--- src/include/gsc_pkg.sv ---
/*
 package for the guest state cache reload selector: register offsets,
 reuse mask bit layout, state group count and sizes.
 assumes a single core clock domain.
*/
package gsc_pkg;
   // register map, byte offsets of 32-bit words on the plain register port
   localparam logic [7:0] reuse_mask_offset = 8'hc0;  // guest_state_reuse_mask
   localparam logic [7:0] block_addr_lo_offset = 8'h00;
   localparam logic [7:0] block_addr_hi_offset = 8'h04;
   localparam logic [7:0] launch_ctrl_offset = 8'h08;
   localparam logic [7:0] reload_status_offset = 8'h0c;
   localparam logic [7:0] hit_status_offset = 8'h10;
   localparam logic [7:0] cache_ctrl_offset = 8'h14;

   localparam int group_count = 12;
   localparam int addr_width = 52;
   localparam int entry_count = 4;
   localparam logic [31:0] mask_reset = 32'h0000_0000;

   // reuse mask bit positions
   localparam int intercept_reuse = 0;
   localparam int permission_map_reuse = 1;
   localparam int asid_reuse = 2;
   localparam int virtual_priority_reuse = 3;
   localparam int nested_paging_reuse = 4;
   localparam int paging_control_reuse = 5;
   localparam int debug_register_reuse = 6;
   localparam int descriptor_table_reuse = 7;
   localparam int segment_state_reuse = 8;
   localparam int fault_address_reuse = 9;
   localparam int branch_record_reuse = 10;
   localparam int virtual_intc_reuse = 11;

   // launch_ctrl bits
   localparam int launch_bit = 0;
   localparam int exit_bit = 1;
   localparam int guest_write_bit = 2;
   // cache_ctrl bits
   localparam int hint_ignore_lsb = 0;
   localparam int invalidate_bit = 31;
endpackage : gsc_pkg

--- src/include/gsc_tag_if.sv ---
/*
 interface carrying the tag lookup between the selector and its tag store.
 assumes both ends run on the same core clock.
*/
`timescale 1ns/1ps
interface gsc_tag_if #(parameter int AW = 52);
   logic [AW-1:0] lookup_addr;
   logic          hit;
   logic          record;
   logic [AW-1:0] record_addr;
   logic          flush;
   modport owner (output lookup_addr, output record, output record_addr, output flush, input hit);
   modport store (input lookup_addr, input record, input record_addr, input flush, output hit);
endinterface : gsc_tag_if

--- src/verilog/gsc_tag_store.sv ---
/*
 tag store: physical addresses of control blocks whose state is cached.
 assumes record and flush come from the selector, one cycle each.
*/
`timescale 1ns/1ps
module gsc_tag_store
   import gsc_pkg::*;
#(
   parameter int ENTRIES = entry_count,
   parameter int AW      = addr_width
)(
   input wire logic clock,
   input wire logic rst_b,
   gsc_tag_if.store tag
);
   logic [AW-1:0] addr_q [ENTRIES];
   logic [ENTRIES-1:0] valid_q;
   logic [$clog2(ENTRIES)-1:0] victim_q;
   logic [ENTRIES-1:0] match;

   // address only, never the space identifier
   for (genvar i = 0; i < ENTRIES; i++) begin : g_cmp
      assign match[i] = valid_q[i] && (addr_q[i] == tag.lookup_addr);
   end
   assign tag.hit = |match;

   // round robin replacement; an existing copy of the tag is invalidated and the tag is written at the victim slot
   always_ff @(posedge clock or negedge rst_b) begin
      if (!rst_b) begin
         valid_q  <= '0;
         victim_q <= '0;
         for (int i = 0; i < ENTRIES; i++) begin
            addr_q[i] <= '0;
         end
      end else if (tag.flush) begin
         valid_q <= '0;
      end else if (tag.record) begin
         for (int i = 0; i < ENTRIES; i++) begin
            if (valid_q[i] && addr_q[i] == tag.record_addr) begin
               valid_q[i] <= 1'b0;
            end
         end
         addr_q[victim_q]  <= tag.record_addr;
         valid_q[victim_q] <= 1'b1;
         victim_q          <= victim_q + 1'b1;
      end
   end
endmodule : gsc_tag_store

--- src/verilog/gsc_reload_select.sv ---
/*
 guest state cache reload selector: per launch, decides for each state group
 whether it is reloaded from the control block or reused from cache.
 assumes the register port master of the house bus; one core clock.
*/
`timescale 1ns/1ps
module gsc_reload_select
   import gsc_pkg::*;
#(
   parameter int GROUPS = group_count,
   parameter int AW     = addr_width
)(
   input  wire logic        clock,
   input  wire logic        rst_b,
   input  wire logic [7:0]  reg_addr,
   input  wire logic [31:0] reg_wdata,
   input  wire logic        reg_write,
   input  wire logic        reg_read,
   output logic      [31:0] reg_rdata,
   output logic [GROUPS-1:0] reload_groups,
   output logic             reload_fixed,
   output logic             reload_valid
);
   logic [31:0]       reuse_mask_q;
   logic [AW-1:0]     block_addr_q;
   logic [GROUPS-1:0] hint_ignore_q;
   logic [GROUPS-1:0] reload_q;
   logic              hit_q;
   logic              dirty_q;
   logic              launch_q;
   logic [31:0]       rdata_q;
   logic              fixed_q;
   logic              write_launch;
   logic              write_exit;
   logic [GROUPS-1:0] reload_d;

   gsc_tag_if #(.AW(AW)) tag ();

   gsc_tag_store #(.ENTRIES(entry_count), .AW(AW)) u_tags (
      .clock (clock),
      .rst_b (rst_b),
      .tag   (tag)
   );

   function automatic logic hit_word(input logic [7:0] a, input logic [7:0] off);
      hit_word = (a == off);
   endfunction : hit_word

   assign write_launch = reg_write && hit_word(reg_addr, launch_ctrl_offset) && reg_wdata[launch_bit];
   assign write_exit   = reg_write && hit_word(reg_addr, launch_ctrl_offset) && reg_wdata[exit_bit];

   assign tag.lookup_addr = block_addr_q;
   assign tag.record      = write_exit;
   assign tag.record_addr = block_addr_q;
   assign tag.flush       = reg_write && hit_word(reg_addr, cache_ctrl_offset) && reg_wdata[invalidate_bit];

   always_ff @(posedge clock or negedge rst_b) begin
      if (!rst_b) begin
         reuse_mask_q <= mask_reset;
      end else if (reg_write && hit_word(reg_addr, reuse_mask_offset)) begin
         reuse_mask_q <= reg_wdata;
      end
   end

   always_ff @(posedge clock or negedge rst_b) begin
      if (!rst_b) begin
         block_addr_q  <= '0;
         hint_ignore_q <= '0;
      end else if (reg_write) begin
         if (hit_word(reg_addr, block_addr_lo_offset)) begin
            block_addr_q[31:0] <= reg_wdata;
         end
         if (hit_word(reg_addr, block_addr_hi_offset)) begin
            block_addr_q[AW-1:32] <= reg_wdata[AW-33:0];
         end
         if (hit_word(reg_addr, cache_ctrl_offset)) begin
            hint_ignore_q <= reg_wdata[GROUPS-1:0];
         end
      end
   end

   always_ff @(posedge clock or negedge rst_b) begin
      if (!rst_b) begin
         dirty_q <= 1'b0;
      end else if (reg_write && hit_word(reg_addr, launch_ctrl_offset) && reg_wdata[guest_write_bit]) begin
         // set wins over the launch clear in one write
         dirty_q <= 1'b1;
      end else if (write_launch) begin
         dirty_q <= 1'b0;
      end
   end

   // groups bits 0..11 map to mask bits in order
   always_comb begin
      reload_d = '1;
      for (int g = 0; g < GROUPS; g++) begin
         // miss or clear bit reloads; ignore hint
         reload_d[g] = !(tag.hit && reuse_mask_q[g] && !hint_ignore_q[g]);
      end
   end

   always_ff @(posedge clock or negedge rst_b) begin
      if (!rst_b) begin
         reload_q <= '1;
         hit_q    <= 1'b0;
         fixed_q  <= 1'b0;
         launch_q <= 1'b0;
      end else begin
         launch_q <= write_launch;
         fixed_q  <= write_launch;
         if (write_launch) begin
            reload_q <= reload_d;
            hit_q    <= tag.hit;
         end
      end
   end

   assign reload_groups = reload_q;
   assign reload_fixed  = fixed_q;
   assign reload_valid  = launch_q;

   always_ff @(posedge clock or negedge rst_b) begin
      if (!rst_b) begin
         rdata_q <= '0;
      end else if (reg_read) begin
         unique case (reg_addr)
            reuse_mask_offset:    rdata_q <= reuse_mask_q;
            block_addr_lo_offset: rdata_q <= block_addr_q[31:0];
            block_addr_hi_offset: rdata_q <= {{(64-AW){1'b0}}, block_addr_q[AW-1:32]};
            reload_status_offset: rdata_q <= {{(32-GROUPS){1'b0}}, reload_q};
            hit_status_offset:    rdata_q <= {30'h0, dirty_q, hit_q};
            cache_ctrl_offset:    rdata_q <= {{(32-GROUPS){1'b0}}, hint_ignore_q};
            default:              rdata_q <= 32'h0000_0000;
         endcase
      end else begin
         rdata_q <= 32'h0000_0000;
      end
   end
   assign reg_rdata = rdata_q;

   for (genvar g = 0; g < GROUPS; g++) begin : g_group_chk

   end
endmodule : gsc_reload_select

--- config.mk ---
export PLATFORM = sky130hd
export DESIGN_NAME = gsc_reload_select
export DESIGN_NICKNAME = d
export VERILOG_FILES = /design/src/include/gsc_pkg.sv /design/src/include/gsc_tag_if.sv /design/src/verilog/gsc_tag_store.sv /design/src/verilog/gsc_reload_select.sv
export SDC_FILE = /design/constraint.sdc
export NUM_CORES = 1
export LEC_CHECK = 0
export BUFFER_PORTS_ARGS = -buffer_cell sky130_fd_sc_hd__buf_2
export CAP_MARGIN = 20
export CORE_UTILIZATION = 61
export DETAILED_ROUTE_END_ITERATION = 12
export PLACE_DENSITY_LB_ADDON = 0.25
export SLEW_MARGIN = 20
export SYNTH_ARGS = -nofsm -noshare
export SYNTH_HDL_FRONTEND = slang
export SYNTH_SLANG_ARGS = --single-unit
--- constraint.sdc ---
create_clock -name clock -period 2.49 [get_ports clock]
set_input_delay 0.498 -clock clock [delete_from_list [all_inputs] [get_ports clock]]
set_output_delay 0.498 -clock clock [all_outputs]
set_load 0.005 [all_outputs]
==> Word-level counts from Yosys, hierarchy flattened <==
Cells that the tools add are included.
{ "word_totals": {"inputBits": 44, "register_bits": 357, "elab_cells": 125, "output_inout_bits": 46} }
{ "op_classes": {"addsub": 1, "n_reduce_logical": 69, "n_eq_ne": 10, "n_lt_le_gt_ge": 4, "bitwise": 3, "n_mux": 23} }
{ "ops": {"columns": ["operator", "n"], "rows": [
  ["bitwise mux 208 bit", 1],
  ["equality test 52 bit", 4],
  ["one-hot mux 32 bit (6 select lines)", 1],
  ["demux 52 bit (select 2 bit)", 1],
  ["2-to-1 mux 52 bit", 1],
  ["logical AND 1 bit", 37],
  ["2-to-1 mux 32 bit", 1],
  ["zero test 1 bit", 24],
  ["equality test 8 x 4 -> 1 bit (second input constant)", 2],
  ["equality test 8 x 5 -> 1 bit (second input constant)", 2],
  ["2-to-1 mux 1 bit", 15],
  ["equality test 8 x 3 -> 1 bit (second input constant)", 1],
  ["equality test 8 bit (second input constant)", 1],
  ["zero test 8 bit", 1],
  ["2-to-1 mux 4 bit", 2],
  ["AND reduction 2 bit", 4],
  ["bitwise OR 4 bit", 1],
  ["nonzero test 2 bit", 2],
  ["OR reduction 4 bit", 1],
  ["greater-or-equal comparator 3 bit (second input constant)", 1],
  ["< comparator 2 x 3 -> 1 bit (second input constant)", 1],
  ["< comparator 3 x 1 -> 1 bit (second input constant)", 1],
  ["NOT 2 -> 3 bit", 1],
  ["adder 2 x 1 -> 2 bit (second input constant)", 1],
  ["other kinds (3)", 3]
]} }

==> Longest topological paths before layout <==
{ "depth": {"depth_word": 8, "depth_mapped": 8, "ltp_nobuf": 6} }

==> Hierarchy <==
From an unflattened synthesis, not the netlist that was laid out.
{ "unflattened": {"cells_unflattened": 1589, "hier_area_um2": 19104.6} }
{ "modules_own_cells": {"columns": ["module", "area_per_inst_um2", "seq_area_each_um2", "cells_per_inst", "n_inst"], "rows": [
  ["gsc_tag_store", 13048.8, 5355.1, 1128, 1],
  ["gsc_reload_select", 6055.8, 3593.4, 461, 1]
]} }

==> Worst setup path after synthesis <==
Ideal clock, no wire load.
{ "synth_path": {"kind": "input to register", "startpoint": "input port reg_addr[1]", "endpoint": "register reuse_mask_q[10]", "path_buffers": 1, "slack_ns": 0.313, "setup_ns": 0.125, "path_stages": 6, "t_required_ns": 2.365, "t_arrival_ns": 2.051, "path_cell_list": "or2_1 -> or3_4 -> nor4_4 -> nand2_2 -> buf_6 -> mux2_4"} }
{ "synth_via": {"elab_chain_cells": 2} }
{ "synth_lines": {"columns": ["element", "line_no", "rtl"], "rows": [
  ["start: declaration", "gsc_reload_select.sv:15", "input wire logic [7:0] reg_addr,"],
  ["equality test 8 bit", "gsc_reload_select.sv:46", "hit_word = (a == off);"],
  ["logical AND 1 bit", "gsc_reload_select.sv:60", "end else if (reg_write && hit_word(reg_addr, reuse_mask_offset)) begin"],
  ["end signal: assignment", "gsc_reload_select.sv:59", "reuse_mask_q <= mask_reset;"],
  ["end signal: assignment", "gsc_reload_select.sv:61", "reuse_mask_q <= reg_wdata;"],
  ["end: declaration", "gsc_reload_select.sv:24", "logic [31:0] reuse_mask_q;"]
]} }
Every way passes these cells.
A chain may end at the register's enable or synchronous reset.

==> Worst setup path in the final report <==
{ "layout_path": {"startpoint": "register block_addr_q[21]", "endpoint": "register hit_q"} }
{ "layout_via": {"elab_chain_cells": 3, "word_cells_on_any_way": 9, "classes_between": "eq/ne (4); reduce/logical (5)"} }
{ "layout_lines": {"columns": ["element", "line_no", "rtl"], "rows": [
  ["start: declaration", "gsc_reload_select.sv:25", "logic [AW-1:0] block_addr_q;"],
  ["start signal: assignment", "gsc_reload_select.sv:71", "block_addr_q[31:0] <= reg_wdata;"],
  ["start signal: indexed assignment", "gsc_reload_select.sv:74", "block_addr_q[AW-1:32] <= reg_wdata[AW-33:0];"],
  ["equality test 52 bit", "gsc_tag_store.sv:23", "assign match[i] = valid_q[i] && (addr_q[i] == tag.lookup_addr);"],
  ["logical AND 1 bit", "gsc_tag_store.sv:23", null],
  ["OR reduction 4 bit *", "gsc_tag_store.sv:25", "assign tag.hit = |match;"],
  ["end signal: assignment", "gsc_reload_select.sv:113", "hit_q <= tag.hit;"],
  ["end: declaration", "gsc_reload_select.sv:28", "logic hit_q;"]
]} }
Every way passes the cells marked *; elsewhere a longest branch is shown, timed or not.

==> impl_metrics.env <==
export IMPL_status="complete, but fails checks"
export IMPL_violations="design-rule violations"
export IMPL_first_pass_iters=10
export IMPL_final_cell_mix="dfrtp_1 (341), mux2_2 (263), xnor2_1 (209), buf_2 (88), buf_4 (63)"
export IMPL_fmax_mhz=405
export IMPL_min_period_ps=2470
export IMPL_rr_startpoint="block_addr_q[21]"
export IMPL_clkSlewWorstSetupHoldPaths_ps=60
export IMPL_maxCapViolCount=0
export IMPL_hpwl_mm=26.6
export IMPL_critPathTopFamily="simple AND/OR/NAND/NOR gates"
export IMPL_multi_input_area_sq_um=7010
export IMPL_crit_fanout=13
export IMPL_tightest_slew_ps=638
export IMPL_async_reset_ff_share_pct=100
export IMPL_finalHoldViolCount=0
export IMPL_grtUsageMet2_pct=46.1
export IMPL_drt_wl_total_mm=39.0
export IMPL_worstSetupEndpoint="hit_q"
export IMPL_critPathArrivalTime_ps=2930
export IMPL_cts_root_buf="clkbuf_16"
export IMPL_placed_area_sq_um=17600
export IMPL_fin_setup_tns_ps=0
export IMPL_initial_utilization_pct=62.6
export IMPL_slowest_stage="dfrtp_1"
export IMPL_vias=10200
export IMPL_final_antenna_net_count=0
export IMPL_finalPower_mw=12.6
export IMPL_syn_area_sq_um=16400
export IMPL_portBuffers=89
export IMPL_gp_congestion=0.853
export IMPL_die_width_um=166
export IMPL_clockBufferDepth=3
export IMPL_io_pins=90
export IMPL_hold_class="in2reg"
export IMPL_grtUsageTotal_pct=29.4
export IMPL_rsz0062_at_grt="false"
export IMPL_startpoint="block_addr_q[21]"
export IMPL_fp_dieH_um=166
export IMPL_synth_avg_cell_area_sq_um=13.3
export IMPL_fin_nets=1388
export IMPL_relSlewSlack_pct=57.4
export IMPL_syn_num_nets=1283
export IMPL_grt_pass1_vias=10600
export IMPL_grt_overflow=0
export IMPL_slew_violations=0
export IMPL_grt_pass1_wl_mm=61.7
export IMPL_fin_area_sq_um=18900
export IMPL_regArea_sq_um=8950
export IMPL_n_antenna_cell=0
export IMPL_tritoncts="built"
export IMPL_wl_per_cell_um=22.9
export IMPL_skew_ps=15.4
export IMPL_cts_max_level=2
export IMPL_crit_path_start_kind="flop"
export IMPL_n_fill_cell=1786
export IMPL_vdd_drop_max_mv=0.479
export IMPL_mostFrequentLayoutCell="dfrtp_1"
export IMPL_end_kind="flop"
export IMPL_yosysWarnings=0
export IMPL_rr_endpoint="hit_q"
export IMPL_syn_to_final_growth_pct=15.0
export IMPL_clk_latency_ps=520
export IMPL_route_detailed_drc=13
export IMPL_cts_setup_buffers=0
export IMPL_cts_buffers=37
export IMPL_grt_busiest_layer="met2"
export IMPL_seq_area_frac_synth_pct=54.5
export IMPL_min_period_over_period_pct=99.2
export IMPL_synth_flop_cell="dfrtp_1"
export IMPL_grt_max_degree=75
export IMPL_finalSetupViolCount=0
export IMPL_path_cells="xnor2_1 > nand4_1 > nor4_1 > buf_4 > nand4_1 > o2111ai_1 > buf_4 > mux2_2"
export IMPL_powerDensity_nw_per_um2=670
export IMPL_ys_ff_latch=357
export IMPL_die_area_sq_um=27600
export IMPL_coreArea_sq_um=26200
export IMPL_antenna_found_initial=0
export IMPL_cts_sinks=357
export IMPL_cp_depth=8
export IMPL_synth_cells=1235
export IMPL_synth_distinct_cells=39
export IMPL_synth_edf_count=0
export IMPL_path_buf_inv=2
export IMPL_rrSetupSlack_ps=20
export IMPL_row_count=59
export IMPL_worstSetupPathType="reg2reg"
export IMPL_max_stage_delay_ps=400
export IMPL_drt_iter0_markers=859
export IMPL_grt_use_met3_pct=4.98
export IMPL_worstRegToRegCells=8
export IMPL_worstPathRequired_ps=2950
export IMPL_drive_gt1_share_pct=39.7
export IMPL_cellLeakagePower_nw=9.12
export IMPL_met1_usage_pct=41.6
export IMPL_holdPathStages=2
export IMPL_avgViaCountPerCell=6.01
==> how the worst min path moves through the flow <==
| stage | to | startpoint |
|---|---|---|
| 2_1_floorplan | block_addr_q[0] | rst_b |
| 3_3_place_gp | reuse_mask_q[6] | rst_b |
| 3_5_place_dp | reg_rdata[6] | rst_b |
| 4_1_cts | reuse_mask_q[30] | reg_wdata[30] |
| 5_1_grt | reuse_mask_q[29] | reg_wdata[29] |
| 6_report | reuse_mask_q[30] | reg_wdata[30] |
==> registers in the layout (all words and copies together), names as in the netlist, 2 cells and up <==
name / cells
block_addr_q: 52
hint_ignore_q: 12
reg_rdata: 32
reload_groups: 12
reuse_mask_q: 32
u_tags.addr_q: 208
u_tags.valid_q: 4
u_tags.victim_q: 2
==> metal layers <==
metal	part of all wire, %	wire length (um)
met2	46	18000
met5	0	0
met3	5.3	2050
met1	45	17600
met4	3.3	1300
==> cells by family (layout without fill, tap and decap cells) <==
logic type | after synthesis | after routing | synth area share, %
AO/OA/AOI/OAI | 66 | 66 | 3.01
XOR/XNOR | 209 | 209 | 11.2
adder cells (fa/ha/maj) | 4 | 4 | 0.305
buffers and inverters | 107 | 236 | 2.84
flip-flops | 357 | 357 | 54.5
multiplexers | 317 | 317 | 22.4
AND/OR/NAND/NOR | 175 | 175 | 5.71
==> where the power goes <==
| group | leakage (nW) | internal [mW] | switching (mW) |
|---|---|---|---|
| clock | 0.608 | 3.44 | 2.19 |
| combinational | 3.61 | 0.417 | 0.520 |
| sequential | 4.91 | 5.90 | 0.174 |
| total | 9.12 | 9.75 | 2.89 |
==> synthesized netlist by cell type (3+ instances only) <==
| master | number | area, sq um |
|---|---|---|
| a21oi_1 | 12 | 60.1 |
| a222oi_1 | 20 | 200 |
| a22oi_1 | 12 | 90.1 |
| a31oi_1 | 12 | 75.1 |
| buf_2 | 27 | 135 |
| buf_6 | 3 | 33.8 |
| clkbuf_1 | 67 | 251 |
| dfrtp_1 | 345 | 8630 |
| dfstp_2 | 12 | 315 |
| ha_1 | 4 | 50.1 |
| inv_1 | 6 | 22.5 |
| mux2_1 | 22 | 248 |
| mux2_2 | 263 | 2960 |
| mux2_4 | 30 | 450 |
| nand2_1 | 25 | 93.8 |
| nand2_2 | 5 | 31.3 |
| nand3_1 | 3 | 15.0 |
| nand4_1 | 59 | 369 |
| nor2_1 | 41 | 154 |
| nor2b_1 | 13 | 81.3 |
| nor3_1 | 9 | 45.0 |
| nor4_1 | 11 | 68.8 |
| o211ai_1 | 4 | 30.0 |
| xnor2_1 | 209 | 1830 |
==> cell type report <==
type / count / area share [%]
clock buffer: 54 / 5.78
multi-input combinational: 771 / 37.2
timing repair buffer: 167 / 6.46
tap: 335 / 2.22
inverter: 6 / 0.119
sequential: 357 / 47.5
clock inverter: 9 / 0.783
==> stage by stage <==
stage / util (%) / cells / hold slack, ps / worst slack [ps]
3_5_place_dp: 67.1 / 1635 / 414 / -50.9
3_3_place_gp: 67.1 / 1635 / 411 / -103
5_1_grt: 72.0 / 1699 / 231 / 14.2
2_1_floorplan: - / 1235 / 202 / 313
4_1_cts: 71.9 / 1699 / 223 / 64.6
6_report: 72.0 / 1699 / 231 / 19.8
==> what timing repair did <==
item	4_1_cts	5_1_grt
endpoints found under the hold margin	28	0
resized for setup	1	5
hold buffers	1	0
setup endpoints to repair	13	13
No activity file was read; power rests on OpenSTA's default activity.
